===== src/itar_defs.svh =====
// Offsets, reset values and limits of the input terminal and analog block
`ifndef ITAR_DEFS_SVH
`define ITAR_DEFS_SVH
`define ITAR_ADDR_FAST_CFG 8'h00
`define ITAR_ADDR_MASK_A   8'h04
`define ITAR_ADDR_MASK_B   8'h08
`define ITAR_ADDR_OFFSET   8'h0c
`define ITAR_ADDR_FILTER   8'h10
`define ITAR_ADDR_DEAD     8'h14
`define ITAR_ADDR_DRIFT    8'h18
`define ITAR_ADDR_ADJUST   8'h1c
`define ITAR_ADDR_SPD10    8'h20
`define ITAR_ADDR_TRQ10    8'h24
`define ITAR_ADDR_MODE     8'h28
`define ITAR_ADDR_STATUS   8'h2c
`define ITAR_ADDR_SAMPLE   8'h30
`define ITAR_ADDR_SPD_REF  8'h34
`define ITAR_ADDR_TRQ_REF  8'h38
`define ITAR_FUNC_NONE     6'h00
`define ITAR_FUNC_FLY      6'h20
`define ITAR_LOGIC_LOW     3'h0
`define ITAR_LOGIC_HIGH    3'h1
`define ITAR_LOGIC_RISE    3'h2
`define ITAR_LOGIC_FALL    3'h3
`define ITAR_LOGIC_BOTH    3'h4
`define ITAR_FILTER_RST    16'h00c8
`define ITAR_DEAD_RST      16'h0064
`define ITAR_SPD10_RST     16'h0bb8
`define ITAR_TRQ10_RST     16'h0064
`define ITAR_TRQ10_MIN     16'h0064
`define ITAR_TRQ10_MAX     16'h0320
`define ITAR_ADJ_START     32'h00000001
`define ITAR_DRIFT_LIMIT   21'h01388
`define ITAR_OV_LIMIT      21'h1c138
`define ITAR_TEN_VOLTS     38'h186a0
`define ITAR_ST_DRIFT      1
`define ITAR_ST_OV         2
`endif


===== src/itar_top_note_placeholder.sv =====
// Empty compilation unit kept for folder completeness
`timescale 1ns/1ps
`default_nettype none
`default_nettype wire


===== src/itar_pkg.sv =====
// Types of the input terminal and analog block
`default_nettype none
package itar_pkg;
  typedef enum logic [1:0] {
    ITAR_ADJ_IDLE    = 2'b01,
    ITAR_ADJ_MEASURE = 2'b10
  } itar_adj_state_type;

  typedef enum logic [1:0] {
    ITAR_MODE_POSITION = 2'h0,
    ITAR_MODE_SPEED    = 2'h1,
    ITAR_MODE_TORQUE   = 2'h2
  } itar_ctrl_mode_type;

  typedef struct packed {
    logic [1:0]         tlim_src;
    logic [1:0]         slim_src;
    logic [1:0]         trq_src;
    logic [1:0]         spd_src;
    logic [1:0]         ff_src;
    itar_ctrl_mode_type mode;
  } itar_mode_cfg_type;

  typedef struct packed {
    logic        psel;
    logic        penable;
    logic        pwrite;
    logic [7:0]  paddr;
    logic [31:0] pwdata;
  } itar_apb_req_type;

  typedef struct packed {
    logic misalloc;
    logic drift;
    logic overvolt;
  } itar_fault_type;

  typedef struct packed {
    logic pulse_input_block;
    logic internal_speed_limit_source;
    logic clear_position_deviation;
    logic emergency_halt;
    logic fly_change_inhibit;
  } itar_poweron_func_type;

  typedef struct packed {
    logic [5:0]          func_sel;
    logic [2:0]          logic_sel;
    logic [15:0]         mask_a;
    logic [15:0]         mask_b;
    logic [15:0]         act_a;
    logic [15:0]         act_b;
    logic                primed;
    logic signed [15:0]  offset;
    logic [15:0]         filter_tc;
    logic [15:0]         dead_band;
    logic signed [15:0]  drift;
    itar_adj_state_type  adj;
    logic [15:0]         spd10;
    logic [15:0]         trq10;
    itar_mode_cfg_type   mode_cfg;
    logic                flt_drift;
    logic                flt_ov;
    logic                in_prev;
    logic                fly_pulse;
    logic signed [20:0]  corr;
    logic signed [20:0]  filt;
    logic signed [31:0]  spd_ref;
    logic signed [31:0]  trq_ref;
    logic [31:0]         prdata;
  } itar_state_type;
endpackage
`default_nettype wire


===== src/itar_core.sv =====
// Fast input allocation, power-on masks and analog input one conditioning
// Summary of operation
// - Fast input logic selection applies only while a function is allocated; codes 0-4.
// - Fast input always acts as fly position change trigger.
// - Any other allocated function raises the misallocation fault.
// - The fly trigger is detected on edges, never on levels.
// - Mask A bits activate functions 33 up at power-up; writes wait for power-up.
// - Mask A bits 0-4 map to the five named functions; rest unused.
// - Mask B bits 0-15 activate functions 49-64 at power-up.
// - Signed millivolt offset is removed from the sample, effective at once.
// - Sample is low-pass filtered with a time constant in 0.01 ms steps.
// - The filter does not correct drift or dead zone.
// - Sample inside the dead band is forced to zero.
// - Auto adjust command 1 measures drift and stores it, within 500.0 mV.
// - Measured drift beyond 500.0 mV raises the drift fault.
// - Sample beyond 11.5 V raises the overvoltage fault.
// - Speed reference is sample over 10 V times speed setting.
// - Speed scaling used for feedforward, speed reference and speed limit sources.
// - Torque reference is sample over 10 V times gain 1.00 to 8.00.
// - Torque scaling used for torque reference and torque limit sources.
// - Logic codes: low, high, rising, falling, both edges.
//
// Local design decisions: the register addresses and the APB slave port.
`timescale 1ns/1ps
`default_nettype none
`include "itar_defs.svh"
module itar_core (
  input  wire logic                          pclk,
  input  wire logic                          presetn,
  input  wire itar_pkg::itar_apb_req_type    apb_req,
  output logic                               pready,
  output logic [31:0]                        prdata,
  output logic                               pslverr,
  input  wire logic                          fast_input_b,
  input  wire logic                          motor_stopped,
  input  wire logic [15:0]                   retained_mask_a,
  input  wire logic [15:0]                   retained_mask_b,
  input  wire logic                          adc_valid,
  input  wire logic signed [15:0]            adc_sample_mv,
  output itar_pkg::itar_fault_type           fault,
  output logic                               fly_trigger,
  output itar_pkg::itar_poweron_func_type    poweron_a,
  output logic [15:0]                        poweron_b,
  output logic [15:0]                        stored_mask_a,
  output logic [15:0]                        stored_mask_b,
  output logic signed [20:0]                 conditioned_sample,
  output logic signed [31:0]                 speed_ref,
  output logic signed [31:0]                 torque_ref,
  output logic                               speed_ref_used,
  output logic                               torque_ref_used
);
  localparam itar_pkg::itar_state_type ST_RST = '{
    func_sel:  `ITAR_FUNC_NONE,
    logic_sel: `ITAR_LOGIC_LOW,
    filter_tc: `ITAR_FILTER_RST,
    dead_band: `ITAR_DEAD_RST,
    spd10:     `ITAR_SPD10_RST,
    trq10:     `ITAR_TRQ10_RST,
    adj:       itar_pkg::ITAR_ADJ_IDLE,
    mode_cfg:  '{mode: itar_pkg::ITAR_MODE_POSITION, default: 2'h0},
    default:   '0
  };

  itar_pkg::itar_state_type st;
  itar_pkg::itar_state_type next_st;

  function automatic logic signed [20:0] mul10(input logic signed [20:0] v);
    mul10 = (v <<< 3) + (v <<< 1);
  endfunction

  function automatic logic [20:0] mag(input logic signed [20:0] v);
    mag = v[20] ? 21'(-v) : 21'(v);
  endfunction

  function automatic logic [4:0] tc_shift(input logic [15:0] tc);
    tc_shift = 5'h00;
    for (int i = 1; i < 16; i++) begin
      if (tc[i]) begin
        tc_shift = 5'(i);
      end
    end
  endfunction

  function automatic logic ai_one_or_two(input logic [1:0] src);
    ai_one_or_two = (src == 2'h1) || (src == 2'h2);
  endfunction

  logic                acc;
  logic                wr_acc;
  logic                rd_setup;
  logic                mapped;
  logic                cfg_locked;
  logic                allocated;
  logic                misalloc;
  logic                edge_hit;
  logic                in_dead;
  logic [2:0]          eff_logic;
  logic signed [20:0]  sample_x10;
  logic signed [20:0]  meas;
  logic signed [20:0]  corr_raw;
  logic signed [20:0]  corr_dz;
  logic signed [20:0]  filt_step;
  logic signed [21:0]  filt_diff;
  logic signed [37:0]  spd_prod;
  logic signed [37:0]  trq_prod;

  assign acc        = apb_req.psel & apb_req.penable;
  assign wr_acc     = acc & apb_req.pwrite;
  assign rd_setup   = apb_req.psel & ~apb_req.penable & ~apb_req.pwrite;
  assign mapped     = (apb_req.paddr[1:0] == 2'h0) && (apb_req.paddr <= `ITAR_ADDR_TRQ_REF);
  assign cfg_locked = (apb_req.paddr == `ITAR_ADDR_FAST_CFG) && ~motor_stopped;
  assign pready     = 1'b1;
  assign pslverr    = acc & (~mapped | (apb_req.pwrite & cfg_locked));
  assign prdata     = st.prdata;

  // Fast input trigger
  assign allocated = st.func_sel != `ITAR_FUNC_NONE;
  assign misalloc  = allocated && (st.func_sel != `ITAR_FUNC_FLY);
  assign eff_logic = allocated ? st.logic_sel : `ITAR_LOGIC_LOW;

  always_comb begin
    case (eff_logic)
      `ITAR_LOGIC_LOW:  edge_hit = st.in_prev & ~fast_input_b;
      `ITAR_LOGIC_HIGH: edge_hit = ~st.in_prev & fast_input_b;
      `ITAR_LOGIC_RISE: edge_hit = ~st.in_prev & fast_input_b;
      `ITAR_LOGIC_FALL: edge_hit = st.in_prev & ~fast_input_b;
      `ITAR_LOGIC_BOTH: edge_hit = st.in_prev ^ fast_input_b;
      default:          edge_hit = 1'b0;
    endcase
  end

  // Analog chain, in 0.1 mV steps
  assign sample_x10 = mul10(21'(adc_sample_mv));
  assign meas       = sample_x10 - mul10(21'(st.offset));
  assign corr_raw   = meas - 21'(st.drift);
  assign in_dead    = mag(corr_raw) <= {5'h00, st.dead_band};
  assign corr_dz    = in_dead ? 21'sh00000 : corr_raw;
  assign filt_diff  = 22'(corr_dz) - 22'(st.filt);
  assign filt_step  = 21'(filt_diff >>> tc_shift(st.filter_tc));
  assign spd_prod   = 38'(st.filt) * $signed({22'h00000, st.spd10});
  assign trq_prod   = 38'(st.filt) * $signed({22'h00000, st.trq10});

  always_comb begin
    next_st = st;
    next_st.in_prev = fast_input_b;
    next_st.fly_pulse = edge_hit;
    if (!st.primed) begin
      next_st.primed = 1'b1;
      next_st.mask_a = retained_mask_a;
      next_st.mask_b = retained_mask_b;
      next_st.act_a  = retained_mask_a;
      next_st.act_b  = retained_mask_b;
    end
    if (adc_valid) begin
      next_st.corr = corr_dz;
      if (st.filter_tc == 16'h0000) begin
        next_st.filt = corr_dz;
      end else begin
        next_st.filt = st.filt + filt_step;
      end
    end
    next_st.spd_ref = 32'(spd_prod / $signed(`ITAR_TEN_VOLTS));
    next_st.trq_ref = 32'(trq_prod / $signed(`ITAR_TEN_VOLTS));
    if (wr_acc) begin
      case (apb_req.paddr)
        `ITAR_ADDR_FAST_CFG: begin
          if (motor_stopped) begin
            next_st.func_sel  = apb_req.pwdata[5:0];
            next_st.logic_sel = (apb_req.pwdata[10:8] > `ITAR_LOGIC_BOTH) ?
                                st.logic_sel : apb_req.pwdata[10:8];
          end
        end
        `ITAR_ADDR_MASK_A: next_st.mask_a = apb_req.pwdata[15:0];
        `ITAR_ADDR_MASK_B: next_st.mask_b = apb_req.pwdata[15:0];
        `ITAR_ADDR_OFFSET: next_st.offset = apb_req.pwdata[15:0];
        `ITAR_ADDR_FILTER: next_st.filter_tc = apb_req.pwdata[15:0];
        `ITAR_ADDR_DEAD:   next_st.dead_band = apb_req.pwdata[15:0];
        `ITAR_ADDR_DRIFT:  next_st.drift = apb_req.pwdata[15:0];
        `ITAR_ADDR_ADJUST: begin
          if (apb_req.pwdata == `ITAR_ADJ_START) begin
            next_st.adj = itar_pkg::ITAR_ADJ_MEASURE;
          end
        end
        `ITAR_ADDR_SPD10: next_st.spd10 = apb_req.pwdata[15:0];
        `ITAR_ADDR_TRQ10: begin
          if (apb_req.pwdata[15:0] < `ITAR_TRQ10_MIN) begin
            next_st.trq10 = `ITAR_TRQ10_MIN;
          end else if (apb_req.pwdata[15:0] > `ITAR_TRQ10_MAX) begin
            next_st.trq10 = `ITAR_TRQ10_MAX;
          end else begin
            next_st.trq10 = apb_req.pwdata[15:0];
          end
        end
        `ITAR_ADDR_MODE: next_st.mode_cfg = apb_req.pwdata[11:0];
        `ITAR_ADDR_STATUS: begin
          if (apb_req.pwdata[`ITAR_ST_DRIFT]) begin
            next_st.flt_drift = 1'b0;
          end
          if (apb_req.pwdata[`ITAR_ST_OV]) begin
            next_st.flt_ov = 1'b0;
          end
        end
        default: begin
        end
      endcase
    end
    // Hardware sets after the clear, so an event is never lost
    if (adc_valid && (mag(sample_x10) > `ITAR_OV_LIMIT)) begin
      next_st.flt_ov = 1'b1;
    end
    case (st.adj)
      itar_pkg::ITAR_ADJ_IDLE: begin
      end
      itar_pkg::ITAR_ADJ_MEASURE: begin
        if (adc_valid) begin
          next_st.adj = itar_pkg::ITAR_ADJ_IDLE;
          if (mag(meas) > `ITAR_DRIFT_LIMIT) begin
            next_st.flt_drift = 1'b1;
          end else begin
            next_st.drift = meas[15:0];
          end
        end
      end
      default: next_st.adj = itar_pkg::ITAR_ADJ_IDLE;
    endcase
    if (rd_setup) begin
      case (apb_req.paddr)
        `ITAR_ADDR_FAST_CFG: next_st.prdata = {21'h0, st.logic_sel, 2'h0, st.func_sel};
        `ITAR_ADDR_MASK_A:   next_st.prdata = {16'h0000, st.mask_a};
        `ITAR_ADDR_MASK_B:   next_st.prdata = {16'h0000, st.mask_b};
        `ITAR_ADDR_OFFSET:   next_st.prdata = 32'(st.offset);
        `ITAR_ADDR_FILTER:   next_st.prdata = {16'h0000, st.filter_tc};
        `ITAR_ADDR_DEAD:     next_st.prdata = {16'h0000, st.dead_band};
        `ITAR_ADDR_DRIFT:    next_st.prdata = 32'(st.drift);
        `ITAR_ADDR_ADJUST:   next_st.prdata = {31'h0, st.adj == itar_pkg::ITAR_ADJ_MEASURE};
        `ITAR_ADDR_SPD10:    next_st.prdata = {16'h0000, st.spd10};
        `ITAR_ADDR_TRQ10:    next_st.prdata = {16'h0000, st.trq10};
        `ITAR_ADDR_MODE:     next_st.prdata = {20'h00000, st.mode_cfg};
        `ITAR_ADDR_STATUS:   next_st.prdata = {27'h0, motor_stopped,
                                               st.adj == itar_pkg::ITAR_ADJ_MEASURE,
                                               st.flt_ov, st.flt_drift, misalloc};
        `ITAR_ADDR_SAMPLE:   next_st.prdata = 32'(st.filt);
        `ITAR_ADDR_SPD_REF:  next_st.prdata = st.spd_ref;
        `ITAR_ADDR_TRQ_REF:  next_st.prdata = st.trq_ref;
        default:             next_st.prdata = 32'h00000000;
      endcase
    end
  end

  always_ff @(posedge pclk or negedge presetn) begin
    if (!presetn) begin
      st <= ST_RST;
    end else begin
      st <= next_st;
    end
  end

  // Outputs
  assign fault              = '{misalloc: misalloc, drift: st.flt_drift, overvolt: st.flt_ov};
  assign fly_trigger        = st.fly_pulse;
  assign poweron_a          = st.act_a[4:0];
  assign poweron_b          = st.act_b;
  assign stored_mask_a      = st.mask_a;
  assign stored_mask_b      = st.mask_b;
  assign conditioned_sample = st.filt;
  assign speed_ref          = st.spd_ref;
  assign torque_ref         = st.trq_ref;
  assign speed_ref_used     =
    ((st.mode_cfg.mode == itar_pkg::ITAR_MODE_POSITION) && st.mode_cfg.ff_src[1]) ||
    ((st.mode_cfg.mode == itar_pkg::ITAR_MODE_SPEED) && ai_one_or_two(st.mode_cfg.spd_src)) ||
    ((st.mode_cfg.mode == itar_pkg::ITAR_MODE_TORQUE) && ai_one_or_two(st.mode_cfg.slim_src));
  assign torque_ref_used    =
    ((st.mode_cfg.mode == itar_pkg::ITAR_MODE_SPEED) && ai_one_or_two(st.mode_cfg.trq_src)) ||
    ((st.mode_cfg.mode == itar_pkg::ITAR_MODE_TORQUE) && ai_one_or_two(st.mode_cfg.tlim_src));
endmodule
`default_nettype wire


===== config.mk =====
export PLATFORM = sky130hd
export DESIGN_NAME = itar_core
export DESIGN_NICKNAME = d
export VERILOG_FILES = /design/src/itar_top_note_placeholder.sv /design/src/itar_pkg.sv /design/src/itar_core.sv
export VERILOG_INCLUDE_DIRS = /design/src
export SDC_FILE = /design/constraint.sdc
export NUM_CORES = 2
export LEC_CHECK = 0
export ABC_AREA = 1
export BUFFER_PORTS_ARGS = -buffer_cell sky130_fd_sc_hd__buf_2
export CORE_MARGIN = 3
export CORE_UTILIZATION = 49
export CTS_CLUSTER_DIAMETER = 30
export DETAILED_ROUTE_END_ITERATION = 8
export PLACE_DENSITY = 0.66
export SYNTH_ARGS = -nofsm -noshare
export SYNTH_HDL_FRONTEND = slang
export SYNTH_SLANG_ARGS = --single-unit

===== constraint.sdc =====
create_clock -name pclk -period 32.1 [get_ports pclk]
set_input_delay 0 -clock pclk [delete_from_list [all_inputs] [get_ports pclk]]
set_output_delay 0 -clock pclk [all_outputs]
set_load 0.05 [all_outputs]

; After elaboration in Yosys (flattened, before gate mapping)
; Index checks and enable logic that the tools add are counted.
[word_totals]
output_inout_bits = 178
regBits = 305
inputBits = 96
wordCells = 181
[op_classes]
n_lt_le_gt_ge = 7
n_reduce_logical = 36
bitwise_logic = 17
add_sub_neg = 9
n_eq_ne = 32
n_mux = 47
shifts = 1
div_mod_pow = 2
mul = 2
[op_table]
columns = cell, n
row1 = 32-bit case mux with 15 select lines, 1
row2 = 16-bit 2-to-1 mux, 9
row3 = 21-bit 2-to-1 mux, 5
row4 = "38-bit by 18-bit divider with 38-bit output, second input constant", 2
row5 = 21-bit by 17-bit multiplier with 38-bit output, 2
row6 = 5-bit 2-to-1 mux, 13
row7 = 65-bit 2-to-1 mux, 1
row8 = 64-bit 2-to-1 mux, 1
row9 = "8-bit by 6-bit equality test with 1-bit output, second input constant", 7
row10 = 21-bit negation, 2
row11 = 19-bit by 17-bit adder with 20-bit output, 2
row12 = "32-bit by 1-bit equality test with 1-bit output, second input constant", 1
row13 = "8-bit by 5-bit equality test with 1-bit output, second input constant", 4
row14 = 32-bit 2-to-1 mux, 1
row15 = 22-bit by 5-bit >>> shifter with 21-bit output, 1
row16 = 21-bit by 21-bit subtractor with 22-bit output, 1
row17 = 21-bit adder, 1
row18 = "21-bit by 13-bit > comparator with 1-bit output, second input constant", 1
row19 = "21-bit by 17-bit > comparator with 1-bit output, second input constant", 1
row20 = 21-bit by 16-bit <= comparator with 1-bit output, 1
row21 = 20-bit negation with 21-bit output, 1
row22 = 20-bit by 20-bit subtractor with 21-bit output, 1
row23 = 21-bit by 16-bit subtractor with 21-bit output, 1
row24 = 18-bit 2-to-1 mux, 1
row25 = other kinds (34), 92

; Depth between registers and ports, before layout
[depth]
ltp_word = 18
mapped_depth = 220
ltp_nobuf = 215

; Least setup slack after synthesis
; Ideal clock, no wire load.
[synth_timing]
path_kind = register -> register
start = register st (netlist bit conditioned_sample[20])
end = register st (netlist bit speed_ref[22])
path_slack_ps = 8586
synth_period_minus_slack_ps = 23514
stages_incl_launch_ff = 191
path_buffers = 18
required_ps = 31961
arrival_ps = 23376
setup_time_ps = 139
path_cell_list = dfrtp_1 -> clkbuf_1 -> clkbuf_1 -> nand2_1 -> fa_1 -> inv_1 -> fa_1 -> fa_1 -> inv_1 -> fa_1 -> inv_1 -> fa_1 -> inv_1 -> fa_1 -> inv_1 -> ha_1 -> nand2_1 -> nor2_1 -> (+155 left out) -> nand2_1 -> nand2_1 -> nor2_2 -> nand2_2 -> nand3_2 -> a21oi_4 -> ha_1 -> nand2_1 -> nor2_4 -> inv_2 -> nor4_1 -> nand3_1 -> nor3_2 -> nor2_1 -> a21oi_1 -> nand2_1 -> a21oi_2 -> o21ai_0
[synth_rtl]
columns = element, line_no
row1 = from (decl), itar_core.sv:64  ; itar_pkg::itar_state_type st;
row2 = from (signal assigned), itar_core.sv:254  ; st <= next_st;

==> metrics.txt <==
share of flip-flops with an asynchronous set or reset 100%; FMAX 34.0 MHz; commonest non-fill, non-tap cell in the layout nand2_1; deepest clock path buffer count 3; Cells after Synth 10,900; # rows 142; CP peak stage delay 0.83 ns; flop-to-flop setup slack 2.70 ns; Fin Setup TNS 0 ns; Worst Path Required 32.62 ns; Synth top area share 18.5%; Max-Cap Viols 0; CTS tree done; Fin. Hold Viols 0; CP endpoint kind flop; Worst-path clk slew 0.05 ns; CP dominant cell by count nand2_4; vias in the first global route 68,500; # H-tree levels 3; largest net degree at the start of global routing 152; post-route setup slack 2.70 ns; post-route clock skew 0.0684 ns; synthesis-to-layout area growth 7.45%; post-synthesis sequential area ratio 9.91%; Cell variety after synth 103; DPL Wire Length 202,000 µm; CORE AREA 0.150 mm²; ranking of synthesized cells by area fa_1, nand2_1, inv_1, dfrtp_1, ha_1; die height 396 µm; Worst setup SP type flop; post-DR vias/cell 5.29; CP Data Arrival Time 29.92 ns; Num Clock Sinks 294; most frequent cells in the layout nand2_1, inv_1, fa_1; All-Layer GR Usage 31.2%; max-slew violations 0; CTS root buffer clkbuf_16; # IOs 274; DR DRC count 0; first-pass GRT wire length 387,000 µm; Yosys top cell by area fa_1; status finished clean; Post-CTS Setup Repair Bufs 0; Slew Limit Headroom 15.2%; final setup fails 0; DRT iter0 DRCs 6,012; HP Class input port to flop; Final min period 29.40 ns; number of synthesized flops with an enable pin 0; multi-input combinational cell area 0.0551 mm²; Slowest-stage cell, CP dfrtp_1; routability congestion estimate 1.01; Yosys Warn Count 0; FF+latch area 0.00739 mm²; kind of critical path flop to flop; CP top delay family simple AND/OR/NAND/NOR gates; Die W 396 µm; Initial Util 49.5%; Buf+Inv Stages, Crit Path 20; Fin Hold WS 0.0737 ns; pre-CTS setup slack 1.91 ns; Final period util 91.6%; initial antenna violation count 10; die area 0.157 mm²; worst-margin pin slew 1.27 ns; Top FF cell, synth dfrtp_1; # nets final 12,100; Avg WL per Cell 18.7 µm; RSZ-0062 raised after global routing no; total gr overflow 0; TritonRoute pass-1 iters 6; Avg Cell Area, Syn 6.80 µm²; DR vias 69,300; overall routed net length 245,000 µm; share of layout cells above drive strength 1 17.9%; filler instances 14,900; Inserted Clock Buffers 88; IO Port Bufs 272; Worst Path Max Fanout 54; Synth Cell Area 0.0744 mm²; Clock Latency Late Sink 0.69 ns; Antenna Nets Post-Route 0; FF+latch count, synth 294
metrics by stage:
step	utilization (%)	cells	area, µm²
final	53.2	13100	80000
after global routing	53.2	13100	80000
after CTS	53.2	13100	79900
after global placement	50.5	12900	75900
after detailed placement	50.5	12900	75900
after floorplan	-	10900	74400
metal layers:
metal / GRT usage, % / vias to the layer above / routed length (µm)
met2: 51.2 / 2572 / 113000
met4: 11.8 / 0 / 10800
li1: - / 33200 / -
met3: 4.65 / 457 / 18500
met1: 41.5 / 33000 / 103000
met5: 0 / - / 0
sequential cells by signal, indices dropped and copies added (netlist names):
signal	count
poweron_b	16
fault	2
st	121
conditioned_sample	21
fly_trigger	1
stored_mask_a	16
torque_ref	32
prdata	32
stored_mask_b	16
speed_ref	32
poweron_a	5
worst register-to-register path: cells and delay by family, from the launching register on:
| kind | cells | cell delay (ns) |
|---|---|---|
| buffers and inverters | 20 | 2.52 |
| flip-flops | 1 | 0.83 |
| adder cells (fa/ha/maj) | 8 | 3.79 |
| AND/OR/NAND/NOR | 133 | 17.89 |
| XOR/XNOR | 2 | 0.43 |
| AO/OA/AOI/OAI | 17 | 3.84 |
kinds of logic (layout without fill, tap and decap cells):
group | count (synthesis) | after routing | synth area share (%)
simple gates | 5436 | 5436 | 36.9
buf+inv | 2817 | 2939 | 16.2
compound gates | 1038 | 1038 | 8.74
fa+ha+maj | 1000 | 1000 | 23.8
xor+xnor | 362 | 362 | 4.49
flops | 294 | 294 | 9.91
other cells | 1 | 10 | 0.00504
synthesized netlist by cell type (all sizes together), types with 5 or more instances:
cell	count
clkinv	58
a22o	5
nand2	3667
a221oi	34
ha	311
o31ai	7
clkbuf	222
nor2	705
dfstp	17
a2111oi	7
xnor2	49
nor4	21
a211oi	11
fa	689
o21ai	498
nand3	728
or2	15
nor3	84
inv	2294
a31oi	37
nand3b	54
o211ai	49
nand4	135
dfrtp	277
o22ai	35
xor2	313
a21o	20
o21bai	29
o2111ai	11
buf	239
a21oi	272
and2	17
final timing paths:
path                                              startpoint                                end  cells past startpoint
min                                       retained_mask_a[1]           poweron_a[1]$_DFFE_PN0N_                      4
max reg2reg                conditioned_sample[5]$_DFFE_PN0P_            speed_ref[18]$_DFF_PN0_                    180
max                        conditioned_sample[5]$_DFFE_PN0P_            speed_ref[18]$_DFF_PN0_                    180
min in group asynchronous                            presetn         stored_mask_b[7]$_DFF_PN0_                      3
max in group asynchronous                            presetn  conditioned_sample[7]$_DFFE_PN0P_                      5
min reg2reg                         poweron_b[6]$_DFFE_PN0N_           poweron_b[6]$_DFFE_PN0N_                      2
final cells by class:
class,count,area share [%]
Antenna cell,8,0.0250
Sequential cell,294,9.24
Inverter,2355,11.3
Multi-Input combinational cell,7838,68.9
Timing Repair Buffer,418,3.34
Clock buffer,97,2.87
Tap cell,2016,3.15
Clock inverter,69,1.21
what timing repair did:
| action | CTS | global route |
|---|---|---|
| gates resized for setup | 0 | 12 |
| hold buffers | 69 | 0 |
| endpoints found under the setup margin | 0 | 9 |
| endpoints found under the hold margin | 206 | 0 |
Power is left out: the tool's default activity adds up to more than one toggle a clock period on the data nets, which glitch-free logic cannot reach.
